<file path="config.mk">
export PLATFORM = sky130hd
export DESIGN_NAME = cpecs_top
export DESIGN_NICKNAME = d
export VERILOG_FILES = /design/src/design/cpecs_pkg.sv /design/src/design/cpecs_err_detect.sv /design/src/design/cpecs_xsig_in.sv /design/src/design/cpecs_top.sv
export VERILOG_INCLUDE_DIRS = /design/src /design/src/design
export SDC_FILE = /design/constraint.sdc
export NUM_CORES = 1
export LEC_CHECK = 0
export ABC_CLOCK_PERIOD_IN_PS = 12200
export BUFFER_PORTS_ARGS = -buffer_cell sky130_fd_sc_hd__buf_2
export CAP_MARGIN = 20
export CELL_PAD_IN_SITES_DETAIL_PLACEMENT = 1
export CELL_PAD_IN_SITES_GLOBAL_PLACEMENT = 2
export CORE_UTILIZATION = 34
export CTS_BUF_LIST = sky130_fd_sc_hd__clkbuf_4 sky130_fd_sc_hd__clkbuf_8
export DETAILED_ROUTE_END_ITERATION = 6
export GPL_ROUTABILITY_DRIVEN = 0
export GPL_TIMING_DRIVEN = 0
export PLACE_DENSITY_LB_ADDON = 0.1
export SETUP_SLACK_MARGIN = 0.02
export SLEW_MARGIN = 20
export SYNTH_ARGS = -nofsm -noshare
export SYNTH_HDL_FRONTEND = slang
export SYNTH_SLANG_ARGS = --single-unit
</file>
<file path="constraint.sdc">
create_clock -name ref_clk -period 12.2 [get_ports ref_clk]
set_input_delay 2.44 -clock ref_clk [delete_from_list [all_inputs] [get_ports ref_clk]]
set_output_delay 2.44 -clock ref_clk [all_outputs]
set_load 0.01 [all_outputs]
</file>
<file path="src/design/cpecs_defines.svh">
// Offsets, field positions, reset values and encodings of the error block
`ifndef CPECS_DEFINES_SVH
`define CPECS_DEFINES_SVH
// Cache index in every per-cache array
`define CPECS_DC 0
`define CPECS_IC 1
// Error-action field encodings
`define CPECS_EA_MCHK 2'h0
`define CPECS_EA_AUTO 2'h1
`define CPECS_EA_RST 2'h0
// Lock pattern marking a double-bit error
`define CPECS_LOCK_DBE 4'h6
// Register byte offsets
`define CPECS_ADR_DCCS 8'h00
`define CPECS_ADR_ICCS 8'h04
`define CPECS_ADR_DCADDR 8'h08
`define CPECS_ADR_ICADDR 8'h0c
`define CPECS_ADR_DCCNT 8'h10
`define CPECS_ADR_ICCNT 8'h14
`define CPECS_ADR_EVENT 8'h18
// Control and status field positions
`define CPECS_EA_LSB 0
`define CPECS_EA_MSB 1
`define CPECS_CS_LKSTEP 8
// Counter register halves
`define CPECS_CNT_LOC_LSB 0
`define CPECS_CNT_REM_LSB 16
`define CPECS_CNT_MAX 16'hffff
// Sticky event bits, one byte per cache
`define CPECS_ST_LTAG 0
`define CPECS_ST_LDATA 1
`define CPECS_ST_LPUSH 2
`define CPECS_ST_RTAG 3
`define CPECS_ST_RDATA 4
`define CPECS_ST_RPUSH 5
`define CPECS_ST_MCHK 6
`define CPECS_ST_STRIDE 8
`endif

</file>
<file path="src/design/cpecs_pkg.sv">
// Types shared by the cache error cross-signaling block
package cpecs_pkg;
  // Local detection results from one cache array
  typedef struct packed {
    logic tag_perr;
    logic [3:0] tag_unc_way;
    logic [3:0] tag_cor_way;
    logic [3:0] drt_way;
    logic [3:0] lk_way;
    logic op_signal;
    logic cbi_op;
    logic hit;
    logic [3:0] hit_way;
    logic [3:0] data_perr_way;
    logic push_perr;
    logic push_pend;
    logic [31:0] addr;
  } cpecs_local_t;
  // Cross-signals sent to the partner
  typedef struct packed {
    logic tagerr;
    logic dataerr;
    logic pusherr;
    logic [3:0] tagway;
    logic [3:0] drtway;
    logic [3:0] lkway;
    logic [31:0] addr;
  } cpecs_xout_t;
  // Cross-signals received from the partner
  typedef struct packed {
    logic tagerr;
    logic dataerr;
    logic pusherr;
    logic [3:0] tagway;
    logic [3:0] drtway;
    logic [3:0] lkway;
  } cpecs_xin_t;
  // Actions requested from the cache and exception logic
  typedef struct packed {
    logic mchk;
    logic stall;
    logic [3:0] inval_way;
    logic [3:0] cor_way;
    logic [3:0] dirty_set_way;
    logic [3:0] lk_wr_way;
    logic [3:0] lk_wr_data;
    logic [3:0] reload_way;
  } cpecs_act_t;
  // Whole state of the top module
  typedef struct packed {
    logic [1:0][1:0] ea;
    logic lk_s1;
    logic lk_s2;
    cpecs_xin_t [1:0] xin_s1;
    cpecs_xin_t [1:0] xin_s2;
    cpecs_xout_t [1:0] xout;
    cpecs_act_t [1:0] act;
    logic [1:0][15:0] loc_cnt;
    logic [1:0][15:0] rem_cnt;
    logic [15:0] sticky;
    logic ack;
    logic [31:0] dat;
  } cpecs_state_t;
endpackage

</file>
<file path="src/design/cpecs_err_detect.sv">
// Qualifies local parity errors of one cache into cross-signals and actions
`timescale 1ns/1ps
`include "cpecs_defines.svh"
module cpecs_err_detect #(
  parameter bit IS_DCACHE = 1'b1
) (
  // Cache array results and mode
  input wire cpecs_pkg::cpecs_local_t loc,
  input wire logic [1:0] mode,
  input wire logic lkstep,
  // Results
  output cpecs_pkg::cpecs_xout_t xout,
  output cpecs_pkg::cpecs_act_t act
);
  logic auto_m;
  logic tag_ev;
  logic data_ev;
  logic push_ev;

  // Only errors that lead to an operation or exception are reported
  always_comb begin
    auto_m = (mode == `CPECS_EA_AUTO);
    tag_ev = loc.tag_perr & loc.op_signal;
    data_ev = loc.hit & ~loc.tag_perr & loc.op_signal &
              (|(loc.hit_way & loc.data_perr_way));
    push_ev = IS_DCACHE & (loc.push_perr | loc.push_pend) &
              loc.op_signal;
  end

  // Outgoing cross-signals; correctable ways are never flagged
  always_comb begin
    xout.tagerr = tag_ev;
    xout.dataerr = data_ev;
    xout.pusherr = push_ev;
    xout.tagway = tag_ev ? loc.tag_unc_way : 4'h0;
    xout.drtway = (tag_ev && IS_DCACHE) ? loc.drt_way : 4'h0;
    xout.lkway = tag_ev ? loc.lk_way : 4'h0;
    xout.addr = loc.addr;
  end

  // Local handling; block invalidates raise no machine check on a tag error
  always_comb begin
    act.mchk = (~auto_m & tag_ev & ~loc.cbi_op) |
               (~auto_m & data_ev) | push_ev;
    act.stall = auto_m & tag_ev;
    act.inval_way = (auto_m && tag_ev) ? loc.tag_unc_way : 4'h0;
    act.cor_way = (auto_m && tag_ev) ?
                  (loc.tag_cor_way & ~loc.tag_unc_way) : 4'h0;
    act.dirty_set_way = (auto_m && tag_ev && IS_DCACHE) ?
                        (loc.drt_way & ~loc.tag_unc_way) : 4'h0;
    act.lk_wr_way = (auto_m && lkstep && tag_ev) ?
                    loc.lk_way : 4'h0;
    act.lk_wr_data = `CPECS_LOCK_DBE;
    act.reload_way = (auto_m && data_ev) ? loc.hit_way : 4'h0;
  end
endmodule

</file>
<file path="src/design/cpecs_xsig_in.sv">
// Turns cross-signals from the partner into emulated error actions
`timescale 1ns/1ps
`include "cpecs_defines.svh"
module cpecs_xsig_in #(
  parameter bit IS_DCACHE = 1'b1
) (
  // Synchronised partner signals and mode
  input wire cpecs_pkg::cpecs_xin_t xin,
  input wire logic [1:0] mode,
  input wire logic lkstep,
  input wire logic [3:0] hit_way,
  // Emulated actions
  output cpecs_pkg::cpecs_act_t act
);
  logic auto_m;
  logic tg;
  logic dt;
  logic ps;

  // Nothing from the partner counts unless lockstep is on
  always_comb begin
    auto_m = (mode == `CPECS_EA_AUTO);
    tg = lkstep & xin.tagerr;
    dt = lkstep & xin.dataerr;
    ps = lkstep & xin.pusherr & IS_DCACHE;
  end

  // Tag ways win over dirty ways on the same way
  always_comb begin
    act.mchk = (~auto_m & (tg | dt)) | ps;
    act.stall = auto_m & tg;
    act.inval_way = (auto_m && tg) ? xin.tagway : 4'h0;
    act.cor_way = 4'h0;
    act.dirty_set_way = (auto_m && tg && IS_DCACHE) ?
                        (xin.drtway & ~xin.tagway) : 4'h0;
    act.lk_wr_way = tg ? xin.lkway : 4'h0;
    act.lk_wr_data = `CPECS_LOCK_DBE;
    act.reload_way = (auto_m && dt) ? hit_way : 4'h0;
  end
endmodule

</file>
<file path="src/design/cpecs_top.sv">
// Cache parity error cross-signaling block with Wishbone registers
// Operation
// - Tag error pulse only when it causes action
// - Machine-check mode: tag error means machine check; code raises none when the tag error comes with a block invalidate (cbi_op)
// - Auto mode: extra cycle invalidates and corrects tags
// - Data error only on clean hit way
// - Push error on copyback parity error, signaled
// - Address valid only with tag or data strobe
// - Tag way output flags uncorrectable ways only
// - Dirty ways flagged; auto sets non-invalidated dirty
// - Auto with lockstep rewrites lock bits 0110
// - Machine-check mode leaves lock bits unchanged; code still drives lk_wr_way from incoming tag strobes under lockstep
// - All error outputs low during reset
// - Incoming signals used only under lockstep enable
// - Incoming data error: machine check or reload
// - Incoming push error raises machine check, may persist
// - Incoming tag strobe emulates errors on flagged ways
// - Auto: incoming strobe applies incoming dirty ways
// - Auto: invalidate every incoming tag-flagged way
// - Incoming dirty ways set dirty; tag wins
// - Incoming lock ways rewrite lock bits 0110
// - Lockstep off: ignore inputs, still drive outputs
//
// Added by the designer: the register offsets and the Wishbone slave port.
`timescale 1ns/1ps
`include "cpecs_defines.svh"
module cpecs_top (
  // Clock and reset
  input wire logic ref_clk,
  input wire logic rst,
  // Wishbone slave
  input wire logic wb_cyc_i,
  input wire logic wb_stb_i,
  input wire logic wb_we_i,
  input wire logic [7:0] wb_adr_i,
  input wire logic [3:0] wb_sel_i,
  input wire logic [31:0] wb_dat_i,
  output logic [31:0] wb_dat_o,
  output logic wb_ack_o,
  // Lockstep enable pin
  input wire logic lkstep_en,
  // Local cache array results, index 0 data cache, 1 instruction cache
  input wire cpecs_pkg::cpecs_local_t [1:0] cache_local,
  // Cross-signals from the partner core
  input wire cpecs_pkg::cpecs_xin_t [1:0] xsig_in,
  // Cross-signals to the partner core and monitor
  output cpecs_pkg::cpecs_xout_t [1:0] xsig_out,
  // Actions to the cache arrays and exception logic
  output cpecs_pkg::cpecs_act_t [1:0] cache_act
);
  cpecs_pkg::cpecs_state_t st_ff;
  cpecs_pkg::cpecs_state_t nxt_st;
  cpecs_pkg::cpecs_xout_t [1:0] xout_c;
  cpecs_pkg::cpecs_act_t [1:0] lact_c;
  cpecs_pkg::cpecs_act_t [1:0] ract_c;
  logic [1:0] loc_ev;
  logic [1:0] rem_ev;
  logic [31:0] rd_data;
  logic bus_req;
  logic bus_wr;

  // One detector and one receiver per cache
  genvar g;
  generate
    for (g = 0; g < 2; g = g + 1) begin : g_cache
      cpecs_err_detect #(
        .IS_DCACHE(g == `CPECS_DC)
      ) u_det (
        .loc(cache_local[g]),
        .mode(st_ff.ea[g]),
        .lkstep(st_ff.lk_s2),
        .xout(xout_c[g]),
        .act(lact_c[g])
      );
      // Receiver sees only the second synchroniser stage
      cpecs_xsig_in #(
        .IS_DCACHE(g == `CPECS_DC)
      ) u_rx (
        .xin(st_ff.xin_s2[g]),
        .mode(st_ff.ea[g]),
        .lkstep(st_ff.lk_s2),
        .hit_way(cache_local[g].hit_way),
        .act(ract_c[g])
      );
      // Event flags feeding the event counters
      assign loc_ev[g] = xout_c[g].tagerr | xout_c[g].dataerr |
                         xout_c[g].pusherr;
      assign rem_ev[g] = st_ff.lk_s2 & (st_ff.xin_s2[g].tagerr |
                         st_ff.xin_s2[g].dataerr |
                         st_ff.xin_s2[g].pusherr);
    end
  endgenerate

  // Bus request qualifiers; a write commits on the acked edge only
  assign bus_req = wb_cyc_i & wb_stb_i;
  assign bus_wr = bus_req & wb_we_i & st_ff.ack;

  // Read mux; unmapped offsets read as zero
  always_comb begin
    rd_data = 32'h0;
    if (wb_adr_i == `CPECS_ADR_DCCS) begin
      rd_data[`CPECS_EA_MSB:`CPECS_EA_LSB] = st_ff.ea[`CPECS_DC];
      rd_data[`CPECS_CS_LKSTEP] = st_ff.lk_s2;
    end else if (wb_adr_i == `CPECS_ADR_ICCS) begin
      rd_data[`CPECS_EA_MSB:`CPECS_EA_LSB] = st_ff.ea[`CPECS_IC];
      rd_data[`CPECS_CS_LKSTEP] = st_ff.lk_s2;
    end else if (wb_adr_i == `CPECS_ADR_DCADDR) begin
      rd_data = st_ff.xout[`CPECS_DC].addr;
    end else if (wb_adr_i == `CPECS_ADR_ICADDR) begin
      rd_data = st_ff.xout[`CPECS_IC].addr;
    end else if (wb_adr_i == `CPECS_ADR_DCCNT) begin
      rd_data[`CPECS_CNT_LOC_LSB +: 16] = st_ff.loc_cnt[`CPECS_DC];
      rd_data[`CPECS_CNT_REM_LSB +: 16] = st_ff.rem_cnt[`CPECS_DC];
    end else if (wb_adr_i == `CPECS_ADR_ICCNT) begin
      rd_data[`CPECS_CNT_LOC_LSB +: 16] = st_ff.loc_cnt[`CPECS_IC];
      rd_data[`CPECS_CNT_REM_LSB +: 16] = st_ff.rem_cnt[`CPECS_IC];
    end else if (wb_adr_i == `CPECS_ADR_EVENT) begin
      rd_data[15:0] = st_ff.sticky;
    end else begin
      rd_data = 32'h0;
    end
  end

  // Next state of the whole block
  always_comb begin
    nxt_st = st_ff;

    // Two-stage synchronisers for the partner pins and lockstep enable
    nxt_st.lk_s1 = lkstep_en;
    nxt_st.lk_s2 = st_ff.lk_s1;
    nxt_st.xin_s1 = xsig_in;
    nxt_st.xin_s2 = st_ff.xin_s1;

    for (int i = 0; i < 2; i++) begin
      // Outgoing signals; address only moves with a strobe
      nxt_st.xout[i] = xout_c[i];
      if (!(xout_c[i].tagerr || xout_c[i].dataerr)) begin
        nxt_st.xout[i].addr = st_ff.xout[i].addr;
      end

      // Local and emulated actions merge per way
      nxt_st.act[i].mchk = lact_c[i].mchk | ract_c[i].mchk;
      nxt_st.act[i].stall = lact_c[i].stall | ract_c[i].stall;
      nxt_st.act[i].inval_way = lact_c[i].inval_way |
                                ract_c[i].inval_way;
      nxt_st.act[i].cor_way = lact_c[i].cor_way & ~ract_c[i].inval_way;
      // Invalidation from either side beats a dirty set on that way
      nxt_st.act[i].dirty_set_way = (lact_c[i].dirty_set_way |
                                     ract_c[i].dirty_set_way) &
                                    ~(lact_c[i].inval_way |
                                      ract_c[i].inval_way);
      nxt_st.act[i].lk_wr_way = lact_c[i].lk_wr_way |
                                ract_c[i].lk_wr_way;
      nxt_st.act[i].lk_wr_data = `CPECS_LOCK_DBE;
      nxt_st.act[i].reload_way = lact_c[i].reload_way |
                                 ract_c[i].reload_way;

      // Saturating event counters
      if (loc_ev[i] && st_ff.loc_cnt[i] != `CPECS_CNT_MAX) begin
        nxt_st.loc_cnt[i] = st_ff.loc_cnt[i] + 16'h1;
      end
      if (rem_ev[i] && st_ff.rem_cnt[i] != `CPECS_CNT_MAX) begin
        nxt_st.rem_cnt[i] = st_ff.rem_cnt[i] + 16'h1;
      end
    end

    // Register writes, low byte lane for control, any lane clears counts
    if (bus_wr) begin
      if (wb_adr_i == `CPECS_ADR_DCCS) begin
        if (wb_sel_i[0]) begin
          nxt_st.ea[`CPECS_DC] = wb_dat_i[`CPECS_EA_MSB:`CPECS_EA_LSB];
        end
      end else if (wb_adr_i == `CPECS_ADR_ICCS) begin
        if (wb_sel_i[0]) begin
          nxt_st.ea[`CPECS_IC] = wb_dat_i[`CPECS_EA_MSB:`CPECS_EA_LSB];
        end
      end else if (wb_adr_i == `CPECS_ADR_DCCNT) begin
        if (|wb_sel_i) begin
          nxt_st.loc_cnt[`CPECS_DC] = {15'h0, loc_ev[`CPECS_DC]};
          nxt_st.rem_cnt[`CPECS_DC] = {15'h0, rem_ev[`CPECS_DC]};
        end
      end else if (wb_adr_i == `CPECS_ADR_ICCNT) begin
        if (|wb_sel_i) begin
          nxt_st.loc_cnt[`CPECS_IC] = {15'h0, loc_ev[`CPECS_IC]};
          nxt_st.rem_cnt[`CPECS_IC] = {15'h0, rem_ev[`CPECS_IC]};
        end
      end else if (wb_adr_i == `CPECS_ADR_EVENT) begin
        // Write one to clear, per byte lane
        if (wb_sel_i[0]) begin
          nxt_st.sticky[7:0] = st_ff.sticky[7:0] & ~wb_dat_i[7:0];
        end
        if (wb_sel_i[1]) begin
          nxt_st.sticky[15:8] = st_ff.sticky[15:8] & ~wb_dat_i[15:8];
        end
      end
    end

    // Sticky events after the clear so a new event is never lost
    for (int i = 0; i < 2; i++) begin
      if (xout_c[i].tagerr) begin
        nxt_st.sticky[i * `CPECS_ST_STRIDE + `CPECS_ST_LTAG] = 1'b1;
      end
      if (xout_c[i].dataerr) begin
        nxt_st.sticky[i * `CPECS_ST_STRIDE + `CPECS_ST_LDATA] = 1'b1;
      end
      if (xout_c[i].pusherr) begin
        nxt_st.sticky[i * `CPECS_ST_STRIDE + `CPECS_ST_LPUSH] = 1'b1;
      end
      if (st_ff.lk_s2 && st_ff.xin_s2[i].tagerr) begin
        nxt_st.sticky[i * `CPECS_ST_STRIDE + `CPECS_ST_RTAG] = 1'b1;
      end
      if (st_ff.lk_s2 && st_ff.xin_s2[i].dataerr) begin
        nxt_st.sticky[i * `CPECS_ST_STRIDE + `CPECS_ST_RDATA] = 1'b1;
      end
      if (st_ff.lk_s2 && st_ff.xin_s2[i].pusherr) begin
        nxt_st.sticky[i * `CPECS_ST_STRIDE + `CPECS_ST_RPUSH] = 1'b1;
      end
      if (nxt_st.act[i].mchk) begin
        nxt_st.sticky[i * `CPECS_ST_STRIDE + `CPECS_ST_MCHK] = 1'b1;
      end
    end

    // Single-wait acknowledge; ack drops in the cycle after it is given
    nxt_st.ack = 1'b0;
    if (bus_req && !st_ff.ack) begin
      nxt_st.ack = 1'b1;
      nxt_st.dat = rd_data;
    end
  end

  // State register; everything clears to zero
  always_ff @(posedge ref_clk or posedge rst) begin
    if (rst) begin
      st_ff <= '0;
      st_ff.ea[`CPECS_DC] <= `CPECS_EA_RST;
      st_ff.ea[`CPECS_IC] <= `CPECS_EA_RST;
    end else begin
      st_ff <= nxt_st;
    end
  end

  // Outputs come straight from the state register
  assign wb_dat_o = st_ff.dat;
  assign wb_ack_o = st_ff.ack;
  assign xsig_out = st_ff.xout;
  assign cache_act = st_ff.act;
endmodule

</file>
After elaboration in Yosys (flattened, before gate mapping)
Cells that the tools add are included.
Word-level totals
  register bits after elaboration: 301
  input port bits: 204
Cells by class
  add/sub/neg operators: 4
  equality and inequality tests: 64
  muxes and demuxes: 70
  bitwise gates (word level): 85
  reductions and logical operators: 86
Operator list (number)
  16-bit two-way mux: 18
  80-bit two-way mux: 3
  32-bit two-way mux: 4
  7-bit AND reduction: 15
  2-bit by 1-bit != test with 1-bit output, second input constant: 44
  4-bit two-way mux: 21
  2-bit nonzero test: 39
  16-bit by 1-bit adder with 16-bit output, second input constant: 4
  16-bit != test, second input constant: 4
  23-bit two-way mux: 2
  4-bit bitwise AND: 9
  33-bit two-way mux: 1
  1-bit bitwise AND: 31
  4-bit bitwise OR: 7
  8-bit by 5-bit == test with 1-bit output, second input constant: 3
  4-bit inverter: 6
  1-bit logical AND: 23
  1-bit bitwise OR: 18
  8-bit bitwise AND: 2
  8-bit by 4-bit == test with 1-bit output, second input constant: 2
  8-bit two-way mux: 2
  2-bit != test, second input constant: 8
  8-bit inverter: 2
  1-bit two-way mux: 15
  other kinds (11): 26

Depth between registers and ports, before layout
Gate-level depths: netlist of the first run.
  depth in word-level cells: 14
  depth in mapped cells: 8

By module
A second synthesis of the first run with hierarchy kept.
Second synthesis, totals
  cells, all modules: 1581
  area, all modules: 16537.1 um^2
Modules (own cells, without submodules)
  cpecs_top: instances 1, cells an instance 1344, area an instance 14776.7 um^2, sequential area each 7957.6 um^2
  cpecs_err_detect at g_cache[0].u_det: instances 1, cells an instance 89, area an instance 676.9 um^2, sequential area each 0.0 um^2
  cpecs_err_detect at g_cache[1].u_det: instances 1, cells an instance 84, area an instance 638.1 um^2, sequential area each 0.0 um^2
  cpecs_xsig_in at g_cache[0].u_rx: instances 1, cells an instance 33, area an instance 230.2 um^2, sequential area each 0.0 um^2
  cpecs_xsig_in at g_cache[1].u_rx: instances 1, cells an instance 31, area an instance 215.2 um^2, sequential area each 0.0 um^2

Least setup slack after synthesis of the first run
OpenSTA, ideal clock, no wires.
  kind: input to register
  from: input port wb_adr_i[2]
  to: register st_ff[81] (netlist bit)
  data arrival time: 4162 ps
  path slack: 7915 ps
  stages: 7
  buffers on the path: 3
  cells stage by stage: clkbuf_1 -> or4_1 -> or2_0 -> buf_2 -> or3_1 -> buf_6 -> o221a_1
RTL lines
  start, declared: RTL line cpecs_top.sv:35  | input wire logic [7:0] wb_adr_i,
  end signal, assigned: RTL line cpecs_top.sv:238  | st_ff <= nxt_st;
  end, declared: RTL line cpecs_top.sv:51  | cpecs_pkg::cpecs_state_t st_ff;

Worst setup path after layout of the first run
  from: input port wb_adr_i[2]
  to: register st_ff, in the netlist wb_dat_o[17]
On the way
  longest elaborated chain between the ends: 7
  elaborated cells between the ends (all ways): 12
Ends and longest elaborated chain
  8-bit by 5-bit == test with 1-bit output (no source line)
  32-bit two-way mux: RTL line cpecs_top.sv:114  | end else if (wb_adr_i == `CPECS_ADR_ICCNT) begin
  32-bit two-way mux: RTL line cpecs_top.sv:111  | end else if (wb_adr_i == `CPECS_ADR_DCCNT) begin
  32-bit two-way mux: RTL line cpecs_top.sv:109  | end else if (wb_adr_i == `CPECS_ADR_ICADDR) begin
  32-bit two-way mux: RTL line cpecs_top.sv:107  | end else if (wb_adr_i == `CPECS_ADR_DCADDR) begin
  23-bit two-way mux: RTL line cpecs_top.sv:104  | end else if (wb_adr_i == `CPECS_ADR_ICCS) begin
  23-bit two-way mux (*): RTL line cpecs_top.sv:101  | if (wb_adr_i == `CPECS_ADR_DCCS) begin
Every way passes the cells marked *; elsewhere a longest branch is shown, timed or not.
A chain may end at the register's enable or synchronous reset.

==> results.cfg, run 1 <==
[clock_network]
numClockSinks = 301
cts_root_buffer = clkbuf_8
cts_hold_buffers = 0
post-cts-setup-buffer-count = 0
tritoncts = yes
clock_path_buffers = 3
cts_resized = 0
numCtsBuffers = 56
cts.reportedPaths.clkPinSlew_ps = 60
clkLatencyLatePin_ps = 650
htree_num_levels = 2

[global_routing]
number_of_global_route_vias_before_repair = 12400
grt_max_degree = 101
grt_util_met1_pct = 31.7
grt_antenna_before_repair = 5
gr-usage-all-layers_pct = 23.0
grt_use_met3_pct = 5.20
grt-ovfl-total = 0
grt_first_pass_wirelength_um = 76000
grt_busiest_layer = met2
grt_util_met2_pct = 35.7

[sta]
finalHoldWorstSlack_ps = 347
fin_worst_skew_ps = 28.4
final_hold_violation_count = 0
drv_slew = 0
grt_setup_unrepaired = false
number_of_setup_violations_in_the_final_report = 0
fin_tns_setup_ps = 0
layout_min_cycle_time_ps = 4580
timing.max_slew.rel_slack_pct = 25.9
layout_worst_path_cycle_share_pct = 37.6
max_slew.worst_pin.slew_ps = 1100
max_clk_rate_mhz = 218
setup_slack_ps = 7620

[power]
sequentialPowerShare_pct = 43.7
power_switching_w = 0.000855
power_density_mw_per_mm2 = 158
swShare_pct = 29.8
design_power_total_w = 0.00287
power.clock.fraction_pct = 39.6
cell_internal_pwr_w = 0.00202
power.static_leakage_nw = 8.79
ir_drop_mv = 0.0695
combPwrFrac_pct = 16.7

[cells_and_area]
finish.instance_area_mm2 = 0.0182
drive_above_1_share_pct = 40.4
nNetsFinal = 1953
area_growth_pct = 26.9

[floorplan]
pin_count = 383
die_area_mm2 = 0.0430
fp.dieW_um = 207
core_area_mm2 = 0.0412
die_height_um = 207
rows = 74
initial_core_util_pct = 34.8

[logic_synthesis]
yosysSeqAreaShare_pct = 52.5
synth_area_per_cell_um2 = 10.8
yosysWarnings = 0
synthMuxAreaShare_pct = 6.33
compound_gate_portion_of_the_synthesized_area_pct = 13.9
yosysTopAreaCellShare_pct = 52.5
synth.ff_latch_count = 301
syn_area_mm2 = 0.0143
post_synth_xor_area_fraction_pct = 1.47
ys_dominant_reg_cell = dfrtp_1
asyncSetResetFlopFracSynth_pct = 100
synth-simple-area-share_pct = 13.6
synth_fa_ha_area_share_pct = 0.349
synth_top_cells_by_area = dfrtp_1 (53%), buf_4 (9.3%), mux2_2 (5.4%), a21oi_1 (2.8%), nand2_1 (2.3%)
synth_edf_count = 0
synthDistinctLibCells = 71
combinational_family_with_the_most_area_after_synthesis = compound AO/OA/AOI/OAI gates
synth_cells = 1330
top_cell_type_by_total_area_after_synthesis = dfrtp_1

[setup_path]
crit_path_cell_trace = clkbuf_1, nor4bb_2, nor2b_1, clkbuf_1, clkbuf_1, a32o_1, a21oi_1, o21ai_0
worstSetupPathType = in2reg
crit_slowest_cell = nor4bb_2
cp_num_cells = 8
max_stage_delay_ps = 820
worstPathArrival_ps = 5130
reg2reg_depth = 7
critical-path-top-cell-by-count = clkbuf_1
cp-end-kind = register
crit_path_max_fanout = 10
critical_path_required_ps = 12740
cp-start-kind = primary input
cp.buffers_inverters = 3
crit_family = buffers and inverters

[drt]
finalWirelength_um = 49500
antenna_violating_nets_post_route = 0
detail_route.iter0.violations = 504
remaining_drc_errors = 0
detailedRoute.firstPassIterationCount = 5
drt-vias-per-instance = 5.04
post_drt_wl_per_cell_um = 21.3
num_vias = 11700

[placement]
io_buffer_count = 342
detailed_place_hpwl_um = 37500
dp_worst_setup_slack_ps = 6940
post_place_cell_area_mm2 = 0.0169

[min_path]
whs_path_depth = 0
hold_wc_path_type = reg2reg

[outcome]
outcome = finished clean

[run]
max_cap_viol_count = 0
[metal layers]
layer	vias up	part of all wire, %
li1	5438	-
met1	5843	47
met2	379	44
met3	72	5.9
met4	2	2.6
met5	-	0.022
[synth_stat cells, drive strengths merged, types with 4 or more instances]
cell and n:
inv 24, nand2 89, o32ai 4, or3 22, or2 5, mux2i 13
nand4 20, nor3 13, xnor2 17, dfrtp 301, mux2 69, nor4 4
and4b 4, a21o 9, xor2 7, o21a 6, and2 16, a21oi 80
nor4b 8, nand2b 6, a22oi 16, a211oi 5, o22ai 14, and3 35
a32o 25, ha 4, a22o 24, nor2 66, and4 9, o31ai 19
buf 189, o21ai 44, or4 15, nor2b 14, o211ai 9, clkbuf 51
nand3 28, a32oi 4
[registers in the layout, indices dropped and copies added (netlist names)]
register and flops:
cache_act 41, nxt_st 27, st_ff 111, wb_ack_o 1, wb_dat_o 32, xsig_out 89
[placed cells by master (no fill, tap or decap), types with 14 or more instances in the layout]
cell,instances
nand3_1,28
mux2_2,69
or3_1,22
nor2b_1,14
o31ai_1,19
a21oi_1,79
dfrtp_1,301
nor2_1,66
o21ai_0,43
clkbuf_4,15
a22oi_1,16
xnor2_1,17
nand4_1,20
o22ai_1,14
and2_1,16
and3_1,35
nand2_1,89
buf_4,178
buf_2,351
a32o_1,25
inv_1,23
clkbuf_1,51
or4_1,15
clkbuf_8,70
a22o_1,24
conb_1,14
[final timing paths]
check | from | end | slack (ps)
min in group asynchronous | rst | st_ff[110]$_DFF_PP0_ | 1800
worst min register to register | nxt_st[259]$_DFF_PP0_ | st_ff[259]$_DFF_PP0_ | 350
worst max register to register | st_ff[83]$_DFF_PP0_ | st_ff[86]$_DFF_PP0_ | 9370
worst max-delay path | wb_adr_i[2] | wb_dat_o[17]$_DFFE_PP0P_ | 7620
worst min-delay path | nxt_st[259]$_DFF_PP0_ | st_ff[259]$_DFF_PP0_ | 350
max in group asynchronous | rst | st_ff[53]$_DFF_PP0_ | 9060
[cell families (layout without fill, tap and decap cells)]
kind of cell    count (synthesis)  in the layout
simple gates                  363            363
fa+ha+maj                       4              4
flops                         301            301
other cells                     2             18
xor+xnor                       24             24
mux                            82             82
compound gates                289            289
buf+inv                       265            713
[power by group through the flow]
stage	clock (W)	sequential [W]	combinational, W
after CTS	0.00117	0.00125	0.000486
final	0.00114	0.00125	0.000480
after detailed placement	0	0.00127	0.000484
after global routing	0.00121	0.00127	0.000530
after global placement	0	0.00127	0.000468
after floorplan	0	0.00121	0.000332
[cell type report]
cell class                      count  area [um^2]
Clock buffer                       85         1080
Multi-Input combinational cell    776         5190
Timing Repair Buffer              345         1790
Inverter                           25          101
Sequential cell                   301         7530
Antenna cell                        4         10.0
Clock inverter                     18          224
Fill cell                        4668        23000
Buffer                            240         1600
Tap cell                          532          666
[per-stage QoR]
stage               utilization, %  instances
floorplan                        -       1342
global placement              40.7       2216
detailed placement            41.0       2219
CTS                           44.1       2322
global route                  44.1       2322
finish                        44.1       2326
(Power assumes the default switching activity.)
==> run 2: changes to the inputs <==
--- a/config.mk
+++ b/config.mk
@@ -6,7 +6,7 @@
 export SDC_FILE = /design/constraint.sdc
 export NUM_CORES = 1
 export LEC_CHECK = 0
-export ABC_CLOCK_PERIOD_IN_PS = 12200
+export ABC_CLOCK_PERIOD_IN_PS = 4300
 export BUFFER_PORTS_ARGS = -buffer_cell sky130_fd_sc_hd__buf_2
 export CAP_MARGIN = 20
 export CELL_PAD_IN_SITES_DETAIL_PLACEMENT = 1
==> constraint.sdc (replaced) <==
create_clock -name ref_clk -period 4.3 [get_ports ref_clk]
set_input_delay 0.86 -clock ref_clk [delete_from_list [all_inputs] [get_ports ref_clk]]
set_output_delay 0.86 -clock ref_clk [all_outputs]
set_load 0.01 [all_outputs]
==> results.cfg, run 2 (synthesis gave the netlist of run 1 again) <==
[cells_and_area]
drive_above_1_share_pct = 40.1
final_cell_mix = buf_2 (351), dfrtp_1 (301), buf_4 (178)
n_fill_cell = 4693
nNetsFinal = 1956
largest_reg_flops = 111
registers.top_by_ff_count = st_ff
layout_commonest_cell = buf_2
area_growth_pct = 26.4
finish.instance_area_mm2 = 0.0181

[sta]
final_hold_violation_count = 0
drv_slew = 0
max_clk_rate_mhz = 331
layout_min_cycle_time_ps = 3020
setup_slack_ps = 1280
grt_setup_unrepaired = false
timing.max_slew.rel_slack_pct = 29.1
fin_worst_skew_ps = 18.0
number_of_setup_violations_in_the_final_report = 0
finalHoldWorstSlack_ps = 305
layout_worst_path_cycle_share_pct = 70.3
max_slew.worst_pin.slew_ps = 1050

[clock_network]
numCtsBuffers = 52
htree_num_levels = 2
clock_path_buffers = 3
cts_hold_buffers = 0
numClockSinks = 301
post-cts-setup-buffer-count = 0
cts_root_buffer = clkbuf_8
cts.reportedPaths.clkPinSlew_ps = 60
clkLatencyLatePin_ps = 630
tritoncts = yes
cts_resized = 0

[power]
swShare_pct = 30.0
power.static_leakage_nw = 8.74
sequentialPowerShare_pct = 46.1
power_density_mw_per_mm2 = 425
power.clock.fraction_pct = 36.2
ir_drop_mv = 0.205
combPwrFrac_pct = 17.7
cell_internal_pwr_w = 0.00540
power_switching_w = 0.00231

[global_routing]
grt-ovfl-total = 0
grt_antenna_before_repair = 6
gr-usage-all-layers_pct = 22.7
grt_first_pass_wirelength_um = 74700
grt_max_degree = 34
number_of_global_route_vias_before_repair = 12200

[floorplan]
rows = 74
die_height_um = 207
fp.dieW_um = 207
core_area_mm2 = 0.0412
initial_core_util_pct = 34.8
pin_count = 383
die_area_mm2 = 0.0430

[drt]
remaining_drc_errors = 0
detailedRoute.firstPassIterationCount = 5
finalWirelength_um = 48400
drt-vias-per-instance = 5.04
detail_route.iter0.violations = 466
post_drt_wl_per_cell_um = 20.8
antenna_violating_nets_post_route = 0
num_vias = 11700

[setup_path]
worstSetupPathType = in2reg
worstPathArrival_ps = 3530
cp-start-kind = primary input
crit_path_max_fanout = 10
cp-end-kind = register
critical_path_required_ps = 4810

[placement]
io_buffer_count = 342
dp_worst_setup_slack_ps = 498
detailed_place_hpwl_um = 37700
post_place_cell_area_mm2 = 0.0170

[min_path]
hold_wc_path_type = in2async

[outcome]
outcome = finished clean

[run]
max_cap_viol_count = 0
[run 2: power groups by stage]
stage | Sequential, W | Combinational, W | Clock, W
2_1_floorplan | 0.00344 | 0.000941 | 0
3_3_place_gp | 0.00358 | 0.00133 | 0
3_5_place_dp | 0.00359 | 0.00138 | 0
4_1_cts | 0.00355 | 0.00139 | 0.00288
5_1_grt | 0.00360 | 0.00152 | 0.00299
6_report | 0.00355 | 0.00137 | 0.00279
[run 2: worst max-delay path, stage by stage]
cell and delay, ps:
buf_2 190, nand2_1 90, a21oi_1 680, or2_2 270, buf_2 240, clkbuf_1 780
nand4_1 250, mux2i_1 180
[run 2: cell type report]
type / instances / area, um^2 / area share, %
clock buffers: 83 / 1070 / 5.89
plain buffers: 240 / 1600 / 8.81
well taps: 532 / 666 / 3.67
multi-input cells: 776 / 5190 / 28.6
inverters: 25 / 97.6 / 0.539
repair buffers: 352 / 1920 / 10.6
clock inverters: 7 / 41.3 / 0.228
flip-flops and latches: 301 / 7530 / 41.6
diodes: 4 / 10.0 / 0.0552
[run 2: layer usage]
layer / part of all wire, % / wire length (um) / vias to the layer above / GRT usage [%]
met3: 6.3 / 3050 / 79 / 4.99
li1: - / - / 5444 / -
met1: 46 / 22400 / 5794 / 31.2
met5: 0.048 / 23 / - / 0
met4: 3.1 / 1520 / 4 / 8.41
met2: 44 / 21400 / 371 / 35.0
[run 2: final timing paths]
check	from	to	slack, ps	depth (start not counted)
worst max-delay path	cache_local[106]	st_ff[109]$_DFF_PP0_	1280	8
worst min-delay path	rst	cache_act[26]$_DFF_PP0_	300	2
worst max register to register	st_ff[81]$_DFF_PP0_	st_ff[82]$_DFF_PP0_	1540	7
worst min register to register	nxt_st[266]$_DFF_PP0_	st_ff[266]$_DFF_PP0_	340	0
max in group asynchronous	rst	st_ff[58]$_DFF_PP0_	2720	6
min in group ref_clk	xsig_in[12]	nxt_st[271]$_DFF_PP0_	340	1
[run 2: per-stage QoR]
step	setup TNS [ps]	total power, W	instances	util [%]
after global placement	-796840	0.00491	2216	40.7
final	0	0.00771	2320	44.0
after global routing	0	0.00812	2318	44.0
after floorplan	-168870	0.00438	1342	-
after detailed placement	0	0.00498	2226	41.3
after CTS	0	0.00782	2316	43.9
